<file path="src/rtl/psr_pkg.sv">
package psr_pkg;

  // Management register addresses
  localparam logic [4:0] ADDR_STATUS   = 5'h01;
  localparam logic [4:0] ADDR_ID_UPPER = 5'h02;
  localparam logic [4:0] ADDR_ID_LOWER = 5'h03;

  // Status register bit positions
  localparam int BIT_T4       = 15;
  localparam int BIT_TX_FDX   = 14;
  localparam int BIT_TX_HDX   = 13;
  localparam int BIT_10_FDX   = 12;
  localparam int BIT_10_HDX   = 11;
  localparam int BIT_RSV_HI   = 10;
  localparam int BIT_RSV_LO   = 7;
  localparam int BIT_PRE_SKIP = 6;
  localparam int BIT_AN_DONE  = 5;
  localparam int BIT_RFAULT   = 4;
  localparam int BIT_AN_ABLE  = 3;
  localparam int BIT_LINK     = 2;
  localparam int BIT_JABBER   = 1;
  localparam int BIT_EXT      = 0;

  // Identifier field slices
  localparam int OUI_UP_HI  = 21;
  localparam int OUI_UP_LO  = 6;
  localparam int OUI_LOW_HI = 5;

  // Frame layout, in management clock periods
  localparam logic [5:0] PRE_FULL   = 6'h20;
  localparam logic [5:0] PRE_SHORT  = 6'h02;
  localparam logic [5:0] HDR_BITS   = 6'h0D;
  localparam logic [5:0] DATA_BITS  = 6'h10;
  localparam logic [5:0] BODY_BITS  = 6'h12;
  localparam logic [1:0] OP_READ    = 2'h2;
  localparam logic [1:0] OP_WRITE   = 2'h1;
  localparam logic       START_LAST = 1'h1;

  typedef enum logic [2:0] {
    PSR_PRE,
    PSR_HDR,
    PSR_TURN,
    PSR_RDAT,
    PSR_BODY
  } psr_state_t;

endpackage

</file>
<file path="src/rtl/psr_status_id.sv">
// Operation
// - Status bit 15 always reads 0
// - Status bits 14 to 11 always read 1
// - Reserved status bits 10 to 7 read 0
// - Only status bit 6 writable, reset 0
// - Skip bit allows two-bit preamble frames
// - Bit 5 shows auto-negotiation complete
// - Remote fault latched until read and gone
// - Bit 3 always reads 1
// - Bit 2 shows link pass state
// - Link failure held low until read
// - Jabber in 10 Mb/s latched until read
// - Bit 0 always reads 1
// - Status decoded at address 1
// - Address 2 holds identifier bits 21:6
// - Address 3 packs identifier, model, revision
// - Identifier bits 23:22 are dropped
// - Read data sent MSB first after turnaround
`timescale 1ns/1ps
module psr_status_id #(
  parameter logic [23:0] OUI_VALUE   = 24'h0A5A5A, // Arbitrary value
  parameter logic [5:0]  MODEL_VALUE = 6'h15,      // Arbitrary value
  parameter logic [3:0]  REV_VALUE   = 4'h1        // Arbitrary value
) (
  input  wire logic       clk,
  input  wire logic       rst,
  input  wire logic       mdc,
  input  wire logic       mdio_in,
  output logic            mdio_out,
  output logic            mdio_oe_n,
  input  wire logic [4:0] phy_addr,
  input  wire logic       an_complete,
  input  wire logic       far_end_fault,
  input  wire logic       link_pass,
  input  wire logic       jabber_seen,
  input  wire logic       ten_mb_mode,
  output logic            preamble_skip_enable
);

  typedef struct packed {
    logic                mdc_s1;
    logic                mdc_s2;
    logic                mdc_s3;
    logic                mdio_s1;
    logic                mdio_s2;
    logic [4:0]          adr_s1;
    logic [4:0]          adr_s2;
    psr_pkg::psr_state_t state;
    logic [5:0]          cnt;
    logic [12:0]         hdr;
    logic [15:0]         wdat;
    logic [15:0]         shadow;
    logic                mine_wr;
    logic                link_q;
    logic                fail_held;
    logic                rf_held;
    logic                jab_held;
    logic                ev_fail;
    logic                ev_rf;
    logic                ev_jab;
    logic                skip;
    logic                mdio_out;
    logic                mdio_oe_n;
  } psr_regs_t;

  psr_regs_t s;
  psr_regs_t next_s;

  function automatic logic [15:0] status_word(
    input logic skip,
    input logic an_done,
    input logic rf,
    input logic link,
    input logic jab
  );
    logic [15:0] w;
    w = '0;
    w[psr_pkg::BIT_T4] = 1'b0;
    w[psr_pkg::BIT_TX_FDX] = 1'b1;
    w[psr_pkg::BIT_TX_HDX] = 1'b1;
    w[psr_pkg::BIT_10_FDX] = 1'b1;
    w[psr_pkg::BIT_10_HDX] = 1'b1;
    w[psr_pkg::BIT_RSV_HI:psr_pkg::BIT_RSV_LO] = '0;
    w[psr_pkg::BIT_PRE_SKIP] = skip;
    w[psr_pkg::BIT_AN_DONE] = an_done;
    w[psr_pkg::BIT_RFAULT] = rf;
    w[psr_pkg::BIT_AN_ABLE] = 1'b1;
    w[psr_pkg::BIT_LINK] = link;
    w[psr_pkg::BIT_JABBER] = jab;
    w[psr_pkg::BIT_EXT] = 1'b1;
    return w;
  endfunction

  logic        rise;
  logic        bit_in;
  logic        ev_fail_now;
  logic        ev_rf_now;
  logic        ev_jab_now;
  logic        capture;
  logic        rd_done;
  logic [4:0]  hdr_phy;
  logic [4:0]  hdr_reg;
  logic [1:0]  hdr_op;
  logic [15:0] wword;
  logic [15:0] id_upper;
  logic [15:0] id_lower;
  logic [15:0] rd_word;
  logic        reg_hit;
  logic [5:0]  pre_need;

  always_comb
  begin
    next_s = s;
    next_s.mdc_s1 = mdc;
    next_s.mdc_s2 = s.mdc_s1;
    next_s.mdc_s3 = s.mdc_s2;
    next_s.mdio_s1 = mdio_in;
    next_s.mdio_s2 = s.mdio_s1;
    next_s.adr_s1 = phy_addr;
    next_s.adr_s2 = s.adr_s1;
    next_s.link_q = link_pass;

    // Only the second and third synchroniser stages feed the edge detector
    rise = s.mdc_s2 & ~s.mdc_s3;
    bit_in = s.mdio_s2;

    ev_fail_now = s.link_q & ~link_pass;
    ev_rf_now = far_end_fault;
    ev_jab_now = jabber_seen & ten_mb_mode;

    capture = 1'b0;
    rd_done = 1'b0;
    // Twelve header bits are in, the last register bit is still on the line,
    // so start, op and PHY address sit one place lower than after the final shift
    hdr_op = s.hdr[10:9];
    hdr_phy = s.hdr[8:4];
    hdr_reg = {s.hdr[3:0], bit_in};
    wword = {s.wdat[14:0], bit_in};

    // The two top identifier bits have no place in either register
    id_upper = OUI_VALUE[psr_pkg::OUI_UP_HI:psr_pkg::OUI_UP_LO];
    id_lower = {OUI_VALUE[psr_pkg::OUI_LOW_HI:0], MODEL_VALUE, REV_VALUE};

    reg_hit = 1'b1;
    case (hdr_reg)
      psr_pkg::ADDR_STATUS:
        rd_word = status_word(s.skip, an_complete, s.rf_held,
                              link_pass & ~s.fail_held, s.jab_held);
      psr_pkg::ADDR_ID_UPPER:
        rd_word = id_upper;
      psr_pkg::ADDR_ID_LOWER:
        rd_word = id_lower;
      default:
      begin
        rd_word = '0;
        reg_hit = 1'b0;
      end
    endcase

    // A shortened preamble is only honoured once software set the skip bit
    pre_need = s.skip ? psr_pkg::PRE_SHORT : psr_pkg::PRE_FULL;

    if (rise)
    begin
      case (s.state)
        psr_pkg::PSR_PRE:
        begin
          if (bit_in)
          begin
            if (s.cnt < psr_pkg::PRE_FULL)
              next_s.cnt = s.cnt + 6'h01;
          end
          else if (s.cnt >= pre_need)
          begin
            next_s.state = psr_pkg::PSR_HDR;
            next_s.cnt = '0;
          end
          else
            next_s.cnt = '0;
        end
        psr_pkg::PSR_HDR:
        begin
          next_s.hdr = {s.hdr[11:0], bit_in};
          next_s.cnt = s.cnt + 6'h01;
          if (s.cnt == psr_pkg::HDR_BITS - 6'h01)
          begin
            next_s.cnt = '0;
            next_s.mine_wr = 1'b0;
            if (s.hdr[11] == psr_pkg::START_LAST && hdr_phy == s.adr_s2 &&
                hdr_op == psr_pkg::OP_READ && reg_hit)
            begin
              next_s.state = psr_pkg::PSR_TURN;
              next_s.shadow = rd_word;
              capture = 1'b1;
            end
            else
            begin
              next_s.state = psr_pkg::PSR_BODY;
              // Only bit 6 of a status write is kept; other registers ignore writes
              next_s.mine_wr = s.hdr[11] == psr_pkg::START_LAST &&
                               hdr_phy == s.adr_s2 &&
                               hdr_op == psr_pkg::OP_WRITE &&
                               hdr_reg == psr_pkg::ADDR_STATUS;
            end
          end
        end
        psr_pkg::PSR_TURN:
        begin
          // First turnaround bit stays released, the second is driven low
          next_s.mdio_oe_n = 1'b0;
          next_s.mdio_out = 1'b0;
          next_s.state = psr_pkg::PSR_RDAT;
          next_s.cnt = '0;
        end
        psr_pkg::PSR_RDAT:
        begin
          next_s.cnt = s.cnt + 6'h01;
          if (s.cnt == psr_pkg::DATA_BITS)
          begin
            next_s.mdio_oe_n = 1'b1;
            next_s.mdio_out = 1'b1;
            next_s.state = psr_pkg::PSR_PRE;
            next_s.cnt = '0;
            // The header is complete here, so the register field is its low five bits
            rd_done = s.hdr[4:0] == psr_pkg::ADDR_STATUS;
          end
          else
          begin
            next_s.mdio_out = s.shadow[15];
            next_s.shadow = {s.shadow[14:0], 1'b0};
          end
        end
        psr_pkg::PSR_BODY:
        begin
          next_s.wdat = wword;
          next_s.cnt = s.cnt + 6'h01;
          if (s.cnt == psr_pkg::BODY_BITS - 6'h01)
          begin
            next_s.state = psr_pkg::PSR_PRE;
            next_s.cnt = '0;
            if (s.mine_wr)
              next_s.skip = wword[psr_pkg::BIT_PRE_SKIP];
          end
        end
        default:
        begin
          next_s.state = psr_pkg::PSR_PRE;
          next_s.cnt = '0;
          next_s.mdio_oe_n = 1'b1;
          next_s.mdio_out = 1'b1;
        end
      endcase
    end

    // Events seen after the snapshot survive the clear at frame end
    if (capture)
    begin
      next_s.ev_fail = ev_fail_now;
      next_s.ev_rf = ev_rf_now;
      next_s.ev_jab = ev_jab_now;
    end
    else
    begin
      next_s.ev_fail = s.ev_fail | ev_fail_now;
      next_s.ev_rf = s.ev_rf | ev_rf_now;
      next_s.ev_jab = s.ev_jab | ev_jab_now;
    end

    // A status read clears only what it reported; a new event wins over the clear
    if (rd_done)
    begin
      next_s.fail_held = s.ev_fail | ev_fail_now;
      next_s.rf_held = s.ev_rf | ev_rf_now;
      next_s.jab_held = s.ev_jab | ev_jab_now;
    end
    else
    begin
      next_s.fail_held = s.fail_held | ev_fail_now;
      next_s.rf_held = s.rf_held | ev_rf_now;
      next_s.jab_held = s.jab_held | ev_jab_now;
    end
  end

  always_ff @(posedge clk or posedge rst)
  begin
    if (rst)
    begin
      // Line released and pulled high while in reset
      s <= '0;
      s.state <= psr_pkg::PSR_PRE;
      s.mdio_out <= 1'b1;
      s.mdio_oe_n <= 1'b1;
    end
    else
      s <= next_s;
  end

  assign mdio_out = s.mdio_out;
  assign mdio_oe_n = s.mdio_oe_n;
  assign preamble_skip_enable = s.skip;

endmodule

</file>
<file path="config.mk">
export PLATFORM = sky130hd
export DESIGN_NAME = psr_status_id
export DESIGN_NICKNAME = d
export VERILOG_FILES = /design/src/rtl/psr_pkg.sv /design/src/rtl/psr_status_id.sv
export SDC_FILE = /design/constraint.sdc
export NUM_CORES = 1
export LEC_CHECK = 0
export ABC_AREA = 1
export BUFFER_PORTS_ARGS = -buffer_cell sky130_fd_sc_hd__buf_2
export CELL_PAD_IN_SITES_DETAIL_PLACEMENT = 1
export CELL_PAD_IN_SITES_GLOBAL_PLACEMENT = 1
export CORE_ASPECT_RATIO = 0.8
export CORE_MARGIN = 10
export CORE_UTILIZATION = 49
export CTS_CLUSTER_DIAMETER = 150
export DETAILED_ROUTE_END_ITERATION = 12
export GPL_ROUTABILITY_DRIVEN = 1
export PLACE_DENSITY = 0.93
export SYNTH_ARGS = -nofsm -noshare
export SYNTH_HDL_FRONTEND = slang
export SYNTH_SLANG_ARGS = --single-unit
</file>
<file path="constraint.sdc">
create_clock -name clk -period 3.8 [get_ports clk]
set_input_delay 0.57 -clock clk [delete_from_list [all_inputs] [get_ports clk]]
set_output_delay 0.57 -clock clk [all_outputs]
set_load 0.005 [all_outputs]
</file>
==> summary.txt, run 1 <==
Placed design
  – Placed cell area: 3430 um^2
  – Hpwl dp: 5760 um
  – GP Congestion: 0.827
  – Port Buffers: 16

GRT
  – Overall routing resource usage: 16.4%
  – First-pass GRT wire length: 14100 um
  – Gr ovfl total: 0
  – Number of global-route vias before repair: 2900
  – Largest net degree at the start of global routing: 43
  – Number of antenna violations at the first check in global routing: 0

Min path
  – Worst Hold Class: primary input to asynchronous set/reset pin

Timing
  – Worst hold slack: 0.272 ns
  – Worst Max-Slew Pin Slew: 0.607 ns
  – Fmax: 463 MHz
  – RSZ-0062 raised after global routing: false
  – Fin. Hold Viols: 0
  – Setup Viol. Count Final: 0
  – Slew Limit Fails: 0
  – Clock Skews: 0.00354 ns
  – Ratio of final minimum period to clock period: 56.9%
  – Min Tclk post-route: 2.16 ns
  – Fin Setup TNS: 0 ns
  – Slew HR: 59.5%

CTS
  – CTS resizes: 0
  – Clk slew on worst S/H paths: 0.08 ns
  – TritonCTS Sinks: 69
  – Postcts setup bufs: 0
  – Root Buffer: clkbuf_8
  – Max clock buf depth: 2
  – Worst skew pair latency: 0.36 ns
  – CTS buffer count: 9
  – H-tree levels: 3
  – CTS tree: yes
  – CTS hold repair buffers: 0

Cells and area
  – Most frequent cells in the layout: nand2_1 (137), dfrtp_1 (67), inv_1 (43), nand3_1 (37), nor2_1 (33)
  – Largest Register: s
  – Fillcell total: 812
  – Ant. Diodes: 0
  – Most common cell after layout, fill and taps aside: nand2_1
  – Layout area overhead: 10.5%
  – Nets@finish: 439
  – Final Cell Area: 3630 um^2
  – Layout cells sized above 1: 12.9%
  – Max FFs per register: 46

Detailed routing
  – Drc violations: 0
  – 1st-iter DRT viols: 81
  – Drt wl/cell: 15.7 um
  – Via Count: 2667
  – Vias/cell: 5.24
  – Antenna viol nets, final: 0
  – Drt first pass iters: 4
  – Routed WL: 8010 um

Yosys
  – EDFF count, synth: 0
  – Yosys cell types: 32
  – Cell area after synthesis: 3280 um^2
  – Post-Syn Instances: 399
  – Synthesized area per cell: 8.23 um^2
  – Synthesized net count: 418
  – Async SR Flop Fraction: 100%
  – Seq/Total Area, Yosys: 52.6%
  – Yosys warns: 0
  – Yosys reg bits: 69
  – Synth Flop Type: dfrtp_1

Setup path
  – WP data required: 4.04 ns
  – Worst R2R Start: s[63]
  – Crit Path Class: flop to flop
  – Worst EP arrival: 2.40 ns
  – Critical path peak fanout: 28
  – Reg2reg setup slack: 1.64 ns
  – Startpoint Class: flop
  – FF-to-FF path depth: 6
  – Reg2reg end: s[26]
  – CP Capture Type: flop

Floorplanning
  – Die area: 10400 um^2
  – # IOs: 17
  – Die H: 93.2 um
  – Chip width: 112 um
  – Initial Util: 51.0%
  – Placement row count: 26
  – Core area: 6440 um^2

Power and ir drop
  – Peak supply drop: 0.319 mV
  – Pwr/cell area: 395 nW/um^2
  – Lkg Pwr: 1.91 nW

Job
  – # Max-Cap Violations: 0

Status
  – Status: finished clean
==> layout make-up <==
cell class,instances,area (um^2),share of cell area [%]
clock buffers,9,124,3.41
clock inverters,7,76.3,2.10
inverters,46,178,4.89
multi-input cells,277,1330,36.6
flip-flops and latches,69,1730,47.6
well taps,84,105,2.90
repair buffers,17,87.6,2.41
==> per-layer routing <==
metal	GRT usage (%)	wire, um
met1	19.4	3740
met2	28.7	3960
met3	4.79	227
met4	4.17	81
met5	0	0
==> Yosys cell counts, types with 2 or more instances <==
cell type	instances	area share, %
xor2_1	2	0.53
dfrtp_1	67	51
inv_1	44	5.0
nand3_1	37	5.6
o21ai_1	5	0.76
or2_2	2	0.38
ha_1	5	1.9
nor3_1	3	0.46
nand4_1	10	1.9
dfstp_2	2	1.6
nand2_4	2	0.69
a21oi_1	6	0.91
nor2_2	4	0.76
clkbuf_1	2	0.23
nor2_4	3	1.0
buf_2	2	0.30
o211ai_1	2	0.46
nand2_1	137	16
buf_6	2	0.69
nor2_1	33	3.8
o21ai_0	17	2.6
xnor2_1	2	0.53
==> logic make-up (layout without fill, tap and decap cells) <==
family	after synthesis	in the layout	share of synthesized area [%]
AO/OA/AOI/OAI	32	32	5.41
flip-flops	69	69	52.6
adder cells (fa/ha/maj)	5	5	1.90
AND/OR/NAND/NOR	236	236	32.1
buffers and inverters	53	79	6.86
XOR/XNOR	4	4	1.07
==> how the worst max path moves through the flow <==
| stage | from | to | slack, ns | cells past startpoint |
|---|---|---|---|---|
| 4_1_cts | s[63] | s[26] | 1.65 | 6 |
| 2_1_floorplan | rst | bit_in | 1.49 | 1 |
| 3_3_place_gp | s[63] | s[12] | 1.81 | 6 |
| 3_5_place_dp | s[63] | s[11] | 1.67 | 6 |
| 6_report | s[63] | s[26] | 1.64 | 6 |
| 5_1_grt | s[63] | s[26] | 1.49 | 6 |
==> power by group <==
| group | switching [mW] | internal [mW] | leakage, nW | total, mW |
|---|---|---|---|---|
| logic | 0.0450 | 0.0207 | 0.934 | 0.0657 |
| registers | 0.0116 | 0.748 | 0.876 | 0.759 |
| clock network | 0.306 | 0.305 | 0.0954 | 0.610 |
==> worst max-delay path: stages, from the launching register on <==
cell	delay, ns
dfrtp_1	0.52
nor3_4	0.29
nand2_2	0.34
a21oi_4	0.49
nand2_4	0.21
nand2_1	0.11
nand2_1	0.08
==> through the flow <==
step	utilization, %	power (mW)	setup slack [ns]	cells
after floorplan	-	0.815	1.49	399
after global placement	53.2	0.835	1.81	493
after detailed placement	53.2	0.840	1.67	493
after CTS	56.4	1.45	1.65	509
after global routing	56.4	1.49	1.49	509
final	56.4	1.44	1.64	509
Note: power is estimated with default switching activity, not from simulation.
==> inputs of run 2 (changes only) <==
--- a/config.mk
+++ b/config.mk
@@ -5,7 +5,7 @@
 export SDC_FILE = /design/constraint.sdc
 export NUM_CORES = 1
 export LEC_CHECK = 0
-export ABC_AREA = 1
+export ABC_AREA = 0
 export BUFFER_PORTS_ARGS = -buffer_cell sky130_fd_sc_hd__buf_2
 export CELL_PAD_IN_SITES_DETAIL_PLACEMENT = 1
 export CELL_PAD_IN_SITES_GLOBAL_PLACEMENT = 1
@@ -15,7 +15,7 @@
 export CTS_CLUSTER_DIAMETER = 150
 export DETAILED_ROUTE_END_ITERATION = 12
 export GPL_ROUTABILITY_DRIVEN = 1
-export PLACE_DENSITY = 0.93
+export PLACE_DENSITY = 0.89
 export SYNTH_ARGS = -nofsm -noshare
 export SYNTH_HDL_FRONTEND = slang
 export SYNTH_SLANG_ARGS = --single-unit
==> constraint.sdc (replaced) <==
create_clock -name clk -period 2.17 [get_ports clk]
set_input_delay 0.3255 -clock clk [delete_from_list [all_inputs] [get_ports clk]]
set_output_delay 0.3255 -clock clk [all_outputs]
set_load 0.005 [all_outputs]
==> run 2 against run 1 <==
Compared with the run above: the run now ends with negative setup slack left; synthesized area fell by 4.6%; routed wire length rose by 10%; setup slack got worse by 1.9 ns; die area fell by 3.7%; sequential power rose by 77%; fmax fell by 11%; register-to-register slack got worse by 1.9 ns; critical path depth rose by 2; combinational power rose to 3.9 times the previous value; total power rose by 78%; largest cell class unchanged.
==> summary.txt, run 2 <==
Setup path
  – Worst EP arrival: 2.65 ns (+0.25 ns)
  – Reg2reg setup slack: -0.24 ns (-1.88 ns)
  – Delay-heaviest family, CP: simple AND/OR/NAND/NOR gates
  – Critical path peak fanout: 4 (-86%)
  – Critical Path Source: s[56]
  – Worst R2R Start: s[56]
  – Critical Path End: s[15]
  – Crit. path cell count: 8 (+2)
  – CP peak stage delay: 0.61 ns (+0.09 ns)
  – Slowest cell on the critical path: or4b_4
  – CP Capture Type: flop
  – Reg2reg end: s[15]
  – FF-to-FF path depth: 8 (+2)
  – WP data required: 2.41 ns (-1.63 ns)
  – Crit Path Class: flop to flop
  – CP cell instances: inv_2 -> ha_4 -> nand4b_1 -> or4b_4 -> nor4_4 -> or2_1 -> buf_6 -> mux2_4
  – Critical path buffer and inverter count: 2 (+2)
  – Startpoint Class: flop

Yosys
  – Synth top area share: 53.5% (+2.4 points)
  – Synthesized net count: 295 (-29%)
  – Yosys warns: 0 (unchanged)
  – Post-Syn Instances: 276 (-31%)
  – Yosys cell types: 51 (+59%)
  – EDFF count, synth: 0 (unchanged)
  – Synth Flop Type: dfrtp_1
  – Yosys reg bits: 69 (unchanged)
  – Async SR Flop Fraction: 100% (unchanged)
  – Synthesized area per cell: 11.4 um^2 (+38%)
  – Top cells by area, synth: dfrtp_1 (53%), mux2_2 (6.8%), o21ai_0 (4.0%)
  – Synth cell count leaders: dfrtp_1 (67), nand2_1 (29), o21ai_0 (25)
  – Cell area after synthesis: 3130 um^2 (-4.6%)
  – Cell taking the most area after synthesis: dfrtp_1
  – Seq/Total Area, Yosys: 55.2% (+2.5 points)
  – Top-count cell post-synth: dfrtp_1

CTS
  – CTS tree: yes
  – Worst skew pair latency: 0.35 ns (about the same)
  – TritonCTS Sinks: 69 (unchanged)
  – Root Buffer: clkbuf_8
  – H-tree levels: 3 (unchanged)
  – CTS buffer count: 9 (unchanged)
  – Max clock buf depth: 2 (unchanged)
  – Clk slew on worst S/H paths: 0.08 ns (about the same)

Placed design
  – GP Congestion: 0.895 (+8.2%)
  – Dpl ws: -0.194 ns (-1.87 ns)
  – Port Buffers: 16 (unchanged)
  – Hpwl dp: 6210 um (+7.8%)
  – Placed cell area: 3590 um^2 (+4.6%)

Detailed routing
  – Via Count: 2482 (-6.9%)
  – Antenna viol nets, final: 0 (unchanged)
  – Routed WL: 8820 um (+10%)
  – Drc violations: 0 (unchanged)
  – Drt first pass iters: 4 (unchanged)
  – Vias/cell: 5.80 (+11%)
  – Drt wl/cell: 20.6 um (+31%)
  – 1st-iter DRT viols: 156 (+93%)

Job
  – # Max-Cap Violations: 0 (unchanged)

Power and ir drop
  – Pwr/cell area: 657 nW/um^2 (+66%)
  – Sw power: 0.665 mW (+84%)
  – Lkg Pwr: 1.88 nW (-1.3%)
  – Combinational share of power: 10.1% (+5.5 points)
  – Pint: 1.88 mW (+75%)
  – Peak supply drop: 0.515 mV (+61%)
  – Switch share: 26.1% (+0.88 points)
  – Clk pwr share: 37.2% (-5.3 points)
  – Reg power frac: 52.7% (-0.2 points)

Timing
  – Final setup margin: -0.245 ns (-1.88 ns)
  – Slew Limit Fails: 0 (unchanged)
  – Fin. Hold Viols: 0 (unchanged)
  – Slew HR: 63.5% (+4.0 points)
  – RSZ-0062 raised after global routing: true
  – Ratio of final minimum period to clock period: 111% (+54 points)
  – Fmax: 414 MHz (-11%)
  – Worst Max-Slew Pin Slew: 0.546 ns (-0.0607 ns)
  – Clock Skews: 0.00989 ns (+0.00635 ns)
  – Setup Viol. Count Final: 18 (+18)
  – Min Tclk post-route: 2.41 ns (+0.254 ns)

Cells and area
  – Most common cell after layout, fill and taps aside: dfrtp_1
  – Max FFs per register: 46 (unchanged)
  – Largest Register: s
  – Final Cell Area: 3880 um^2 (+6.9%)
  – Layout cells sized above 1: 37.8% (+25 points)
  – Fillcell total: 644 (-21%)
  – Layout area overhead: 23.8%
  – Nets@finish: 361 (-18%)
  – Most frequent cells in the layout: dfrtp_1 (67), buf_4 (47), nand2_1 (28), o21ai_0 (24), mux2_2 (19)
  – Ant. Diodes: 0 (unchanged)

Floorplanning
  – # IOs: 17 (unchanged)
  – Chip width: 109 um (-1.9%)
  – Die H: 91.5 um (-1.8%)
  – Core area: 6070 um^2 (-5.8%)
  – Placement row count: 25 (-3.8%)
  – Die area: 10000 um^2 (-3.7%)
  – Initial Util: 51.6% (+0.66 points)

Min path
  – Worst Hold Class: primary input to flop
  – Worst hold start: mdio_in

GRT
  – Number of global-route vias before repair: 2802 (-3.4%)
  – Gr ovfl total: 0 (unchanged)
  – Overall routing resource usage: 18.7% (+2.3 points)
  – Largest net degree at the start of global routing: 37 (-14%)
  – First-pass GRT wire length: 14700 um (+4.5%)
  – Number of antenna violations at the first check in global routing: 0 (unchanged)

Status
  – Failing checks: negative setup slack
  – Status: finished with violations
-- run 2: changes by cell type in the layout (fill, tap and decap cells not counted), sizes merged, moves of 4 or more --
cell | previous run | this run
nand2 | 140 | 29
buf | 17 | 67
nand3 | 39 | 6
inv | 45 | 13
mux2 | 0 | 27
nor2 | 40 | 17
nand4 | 10 | 2
nor2b | 0 | 5
mux2i | 0 | 4
-- run 2: worst register-to-register path, cell delays in order (launching register included) --
cell      delay (ns)
dfrtp_1         0.41
inv_2           0.10
ha_4            0.14
nand4b_1        0.20
or4b_4          0.61
nor4_4          0.19
or2_1           0.20
buf_6           0.14
mux2_4          0.31
-- run 2: cells by family (layout without fill, tap and decap cells) --
family / Yosys count / after routing / share of synthesized area [%]
buffers and inverters: 25 / 96 / 3.43
AO/OA/AOI/OAI: 50 / 50 / 9.82
adder cells (fa/ha/maj): 5 / 5 / 2.00
multiplexers: 31 / 31 / 11.9
flip-flops: 69 / 69 / 55.2
AND/OR/NAND/NOR: 91 / 91 / 16.2
XOR/XNOR: 5 / 5 / 1.40
-- run 2: through the flow --
step	hold slack (ns)	setup TNS, ns	cells	util (%)	power (mW)
final	0.0715	-2.50	428	63.9	2.55
after global routing	0.0605	-3.95	428	63.9	2.65
after CTS	0.0612	-1.45	424	63.2	2.55
after detailed placement	0.338	-1.65	402	59.1	1.58
after global placement	0.333	-0.430	402	59.1	1.56
after floorplan	0.331	-0.303	276	-	1.46
-- run 2: worst min path at each step --
stage	endpoint	depth (start not counted)	slack, ns
floorplan	bit_in	0	0.33
global placement	bit_in	0	0.33
detailed placement	s[65]	0	0.34
CTS	next_s[75]	1	0.06
global route	next_s[65]	1	0.06
finish	next_s[75]	1	0.07
-- run 2: per-layer routing --
layer	up-vias	GRT usage (%)	share of wire [%]
li1	1106	-	-
met1	1290	22.4	43
met2	70	31.2	51
met3	16	5.51	4.6
met4	0	6.17	1.7
met5	-	0	0
-- run 2: power groups by stage --
stage               sequential [mW]  clock [mW]  combinational (mW)
floorplan                      1.35           0               0.107
global placement               1.36           0               0.202
detailed placement             1.36           0               0.219
CTS                            1.34       0.968               0.240
global route                   1.34        1.02               0.286
finish                         1.34       0.948               0.257
-- run 2: cell type report --
cell class	instances	area, um^2	share of cell area, %
clock buffers	11	141	3.64
clock inverters	5	35.0	0.903
inverters	12	45.0	1.16
multi-input cells	182	1330	34.3
flip-flops and latches	69	1730	44.6
well taps	81	101	2.61
repair buffers	68	497	12.8
-- run 2: repair_timing --
item	in CTS	in global routing
resized for setup	7	5
setup buffers	6	5
pin swaps	2	0
cloned	0	0
hold endpoints to repair	20	0
setup endpoints to repair	14	22
hold buffers	1	0
==> inputs of run 3 (changes only) <==
--- a/config.mk
+++ b/config.mk
@@ -10,7 +10,7 @@
 export CELL_PAD_IN_SITES_DETAIL_PLACEMENT = 1
 export CELL_PAD_IN_SITES_GLOBAL_PLACEMENT = 1
 export CORE_ASPECT_RATIO = 0.8
-export CORE_MARGIN = 10
+export CORE_MARGIN = 4
 export CORE_UTILIZATION = 49
 export CTS_CLUSTER_DIAMETER = 150
 export DETAILED_ROUTE_END_ITERATION = 12
==> constraint.sdc (replaced) <==
create_clock -name clk -period 2.69 [get_ports clk]
set_input_delay 0.4035 -clock clk [delete_from_list [all_inputs] [get_ports clk]]
set_output_delay 0.4035 -clock clk [all_outputs]
set_load 0.005 [all_outputs]
==> run 3 against run 2 <==
Compared with the run above: flip-flop and latch count did not move; clock-buffer cell count fell by 2; highest routed layer unchanged; combinational power shrank 57%; fmax fell by 4.9%; the flow now finishes without violations; critical path depth did not move; non-clock buffer count is 39 lower; core utilization down 5.5 points.
==> summary.txt, run 3 (same netlist as run 2, synthesis figures left out) <==
Status
  – Status: finished clean

Placed design
  – Port Buffers: 16 (unchanged)
  – GP Congestion: 0.844 (-5.7%)
  – Hpwl dp: 5150 um (-17%)
  – Placed cell area: 3360 um^2 (-6.2%)

Power and ir drop
  – Switch share: 27.3% (+1.2 points)
  – Clk pwr share: 39.5% (+2.3 points)
  – Reg power frac: 54.9% (+2.2 points)
  – Lkg Pwr: 1.69 nW (-10%)
  – Pint: 1.45 mW (-23%)
  – Pwr/cell area: 562 nW/um^2 (-14%)
  – Sw power: 0.545 mW (-18%)
  – Combinational share of power: 5.6% (-4.5 points)
  – Power Total: 1.99 mW (-22%)
  – Peak supply drop: 0.379 mV (-26%)

Timing
  – Slew HR: 55.3% (-8.2 points)
  – Setup Viol. Count Final: 0 (-18)
  – Worst hold slack: 0.144 ns (+0.0724 ns)
  – Worst Max-Slew Pin Slew: 0.670 ns (+0.124 ns)
  – RSZ-0062 raised after global routing: false
  – Clock Skews: 0.00875 ns (-0.00114 ns)
  – Fmax: 394 MHz (-4.9%)
  – Min Tclk post-route: 2.54 ns (+0.126 ns)
  – Fin. Hold Viols: 0 (unchanged)
  – Slew Limit Fails: 0 (unchanged)
  – Fin Setup TNS: 0 ns (+2.50 ns)
  – Ratio of final minimum period to clock period: 94.4% (-17 points)

Cells and area
  – Max FFs per register: 46 (unchanged)
  – Layout cells sized above 1: 27.9% (-9.8 points)
  – Largest Register: s
  – Reg area: 1730 um^2 (unchanged)
  – Most common cell after layout, fill and taps aside: dfrtp_1
  – Layout area overhead: 13.1%
  – Ant. Diodes: 0 (unchanged)
  – Most frequent cells in the layout: dfrtp_1 (67), nand2_1 (29), o21ai_0 (25), mux2_2 (19), nor2_1 (17)
  – Fillcell total: 653 (+1.4%)
  – Nets@finish: 322 (-11%)
  – Multi-input logic area: 1300 um^2 (-2.5%)
  – Final Cell Area: 3550 um^2 (-8.6%)

GRT
  – Overall routing resource usage: 20.7% (+2.0 points)
  – Number of global-route vias before repair: 2357 (-16%)
  – First-pass GRT wire length: 12300 um (-16%)
  – Gr ovfl total: 0 (unchanged)
  – Number of antenna violations at the first check in global routing: 0 (unchanged)
  – Largest net degree at the start of global routing: 38 (+2.7%)

Detailed routing
  – Drt wl/cell: 18.9 um (-8.2%)
  – 1st-iter DRT viols: 110 (-29%)
  – Antenna viol nets, final: 0 (unchanged)
  – Drc violations: 0 (unchanged)
  – Drt first pass iters: 4 (unchanged)
  – Routed WL: 7360 um (-17%)
  – Vias/cell: 5.69 (-1.9%)
  – Via Count: 2213 (-11%)

Floorplanning
  – Placement row count: 25 (unchanged)
  – # IOs: 17 (unchanged)
  – Die area: 7750 um^2 (-23%)
  – Core area: 6070 um^2 (unchanged)
  – Chip width: 97.4 um (-11%)
  – Die H: 79.5 um (-13%)
  – Initial Util: 51.6% (unchanged)

CTS
  – CTS resizes: 0 (-7)
  – CTS hold repair buffers: 0 (-1)
  – H-tree levels: 3 (unchanged)
  – Max clock buf depth: 2 (unchanged)
  – Worst skew pair latency: 0.35 ns (about the same)
  – CTS buffer count: 9 (unchanged)
  – Root Buffer: clkbuf_8
  – Postcts setup bufs: 0 (-6)
  – TritonCTS Sinks: 69 (unchanged)
  – CTS tree: yes
  – Clk slew on worst S/H paths: 0.08 ns (about the same)

Setup path
  – Crit Path Class: flop to flop
  – Startpoint Class: flop
  – CP peak stage delay: 0.56 ns (-0.05 ns)
  – WP data required: 2.92 ns (+0.51 ns)
  – Critical path buffer and inverter count: 2 (unchanged)
  – Worst EP arrival: 2.77 ns (+0.12 ns)
  – Reg2reg setup slack: 0.15 ns (+0.39 ns)
  – Critical path peak fanout: 9 (+5)
  – CP Capture Type: flop
  – Slowest cell on the critical path: or4b_4
  – CP cell instances: inv_1 -> ha_1 -> nand4b_1 -> or4b_4 -> nor4_4 -> or2_1 -> buf_4 -> mux2_4
  – Delay-heaviest family, CP: simple AND/OR/NAND/NOR gates

Min path
  – Worst Hold Class: primary input to asynchronous set/reset pin

Job
  – # Max-Cap Violations: 0 (unchanged)
-- run 3: cell types whose count changed in the layout (fill, tap and decap cells not counted), moves of 2 or more --
cell	previous run	this run
clkinv_4	1	3
buf_4	47	12
inv_1	9	11
buf_6	3	0
inv_2	3	1
-- run 3: per-layer routing --
layer	vias to the layer above	global-route usage [%]	part of all wire [%]
met1	1138	27.2	47
met4	0	7.75	1.2
met2	38	33.7	48
li1	1030	-	-
met5	-	0	0
met3	7	4.72	3.4
-- run 3: area by class of cell --
class / instances / share of cell area [%]
clock buffers: 9 / 3.49
clock inverters: 7 / 1.66
inverters: 12 / 1.27
multi-input cells: 182 / 36.6
flip-flops and latches: 69 / 48.8
well taps: 81 / 2.86
repair buffers: 29 / 5.36
-- run 3: path summary, 6_finish.rpt --
kind,from,end,depth (start not counted)
max in group asynchronous,rst,mdio_out,3
max reg2reg,s[57],s[25],8
max,s[57],s[25],8
min reg2reg,next_s[65],s[65],0
min in group clk,mdc,next_s[78],1
min,rst,next_s[69],2
-- run 3: metrics by stage --
step	util (%)	instances	setup slack, ns
after floorplan	-	276	0.399
after global placement	55.4	373	0.296
after detailed placement	55.4	373	0.173
after CTS	58.4	389	0.160
after global routing	58.4	389	0.00388
final	58.4	389	0.149
-- run 3: worst reg2reg max path, cell delays in order, from the launching register on --
cell      delay, ns
dfrtp_1        0.42
inv_1          0.14
ha_1           0.18
nand4b_1       0.17
or4b_4         0.56
nor4_4         0.30
or2_1          0.13
buf_4          0.21
mux2_4         0.32
-- run 3: power groups by stage --
stage / Sequential [mW] / Clock [mW] / Combinational, mW
detailed placement: 1.11 / 0 / 0.113
global placement: 1.11 / 0 / 0.106
finish: 1.09 / 0.787 / 0.111
floorplan: 1.09 / 0 / 0.0858
CTS: 1.09 / 0.801 / 0.113
global route: 1.10 / 0.851 / 0.126
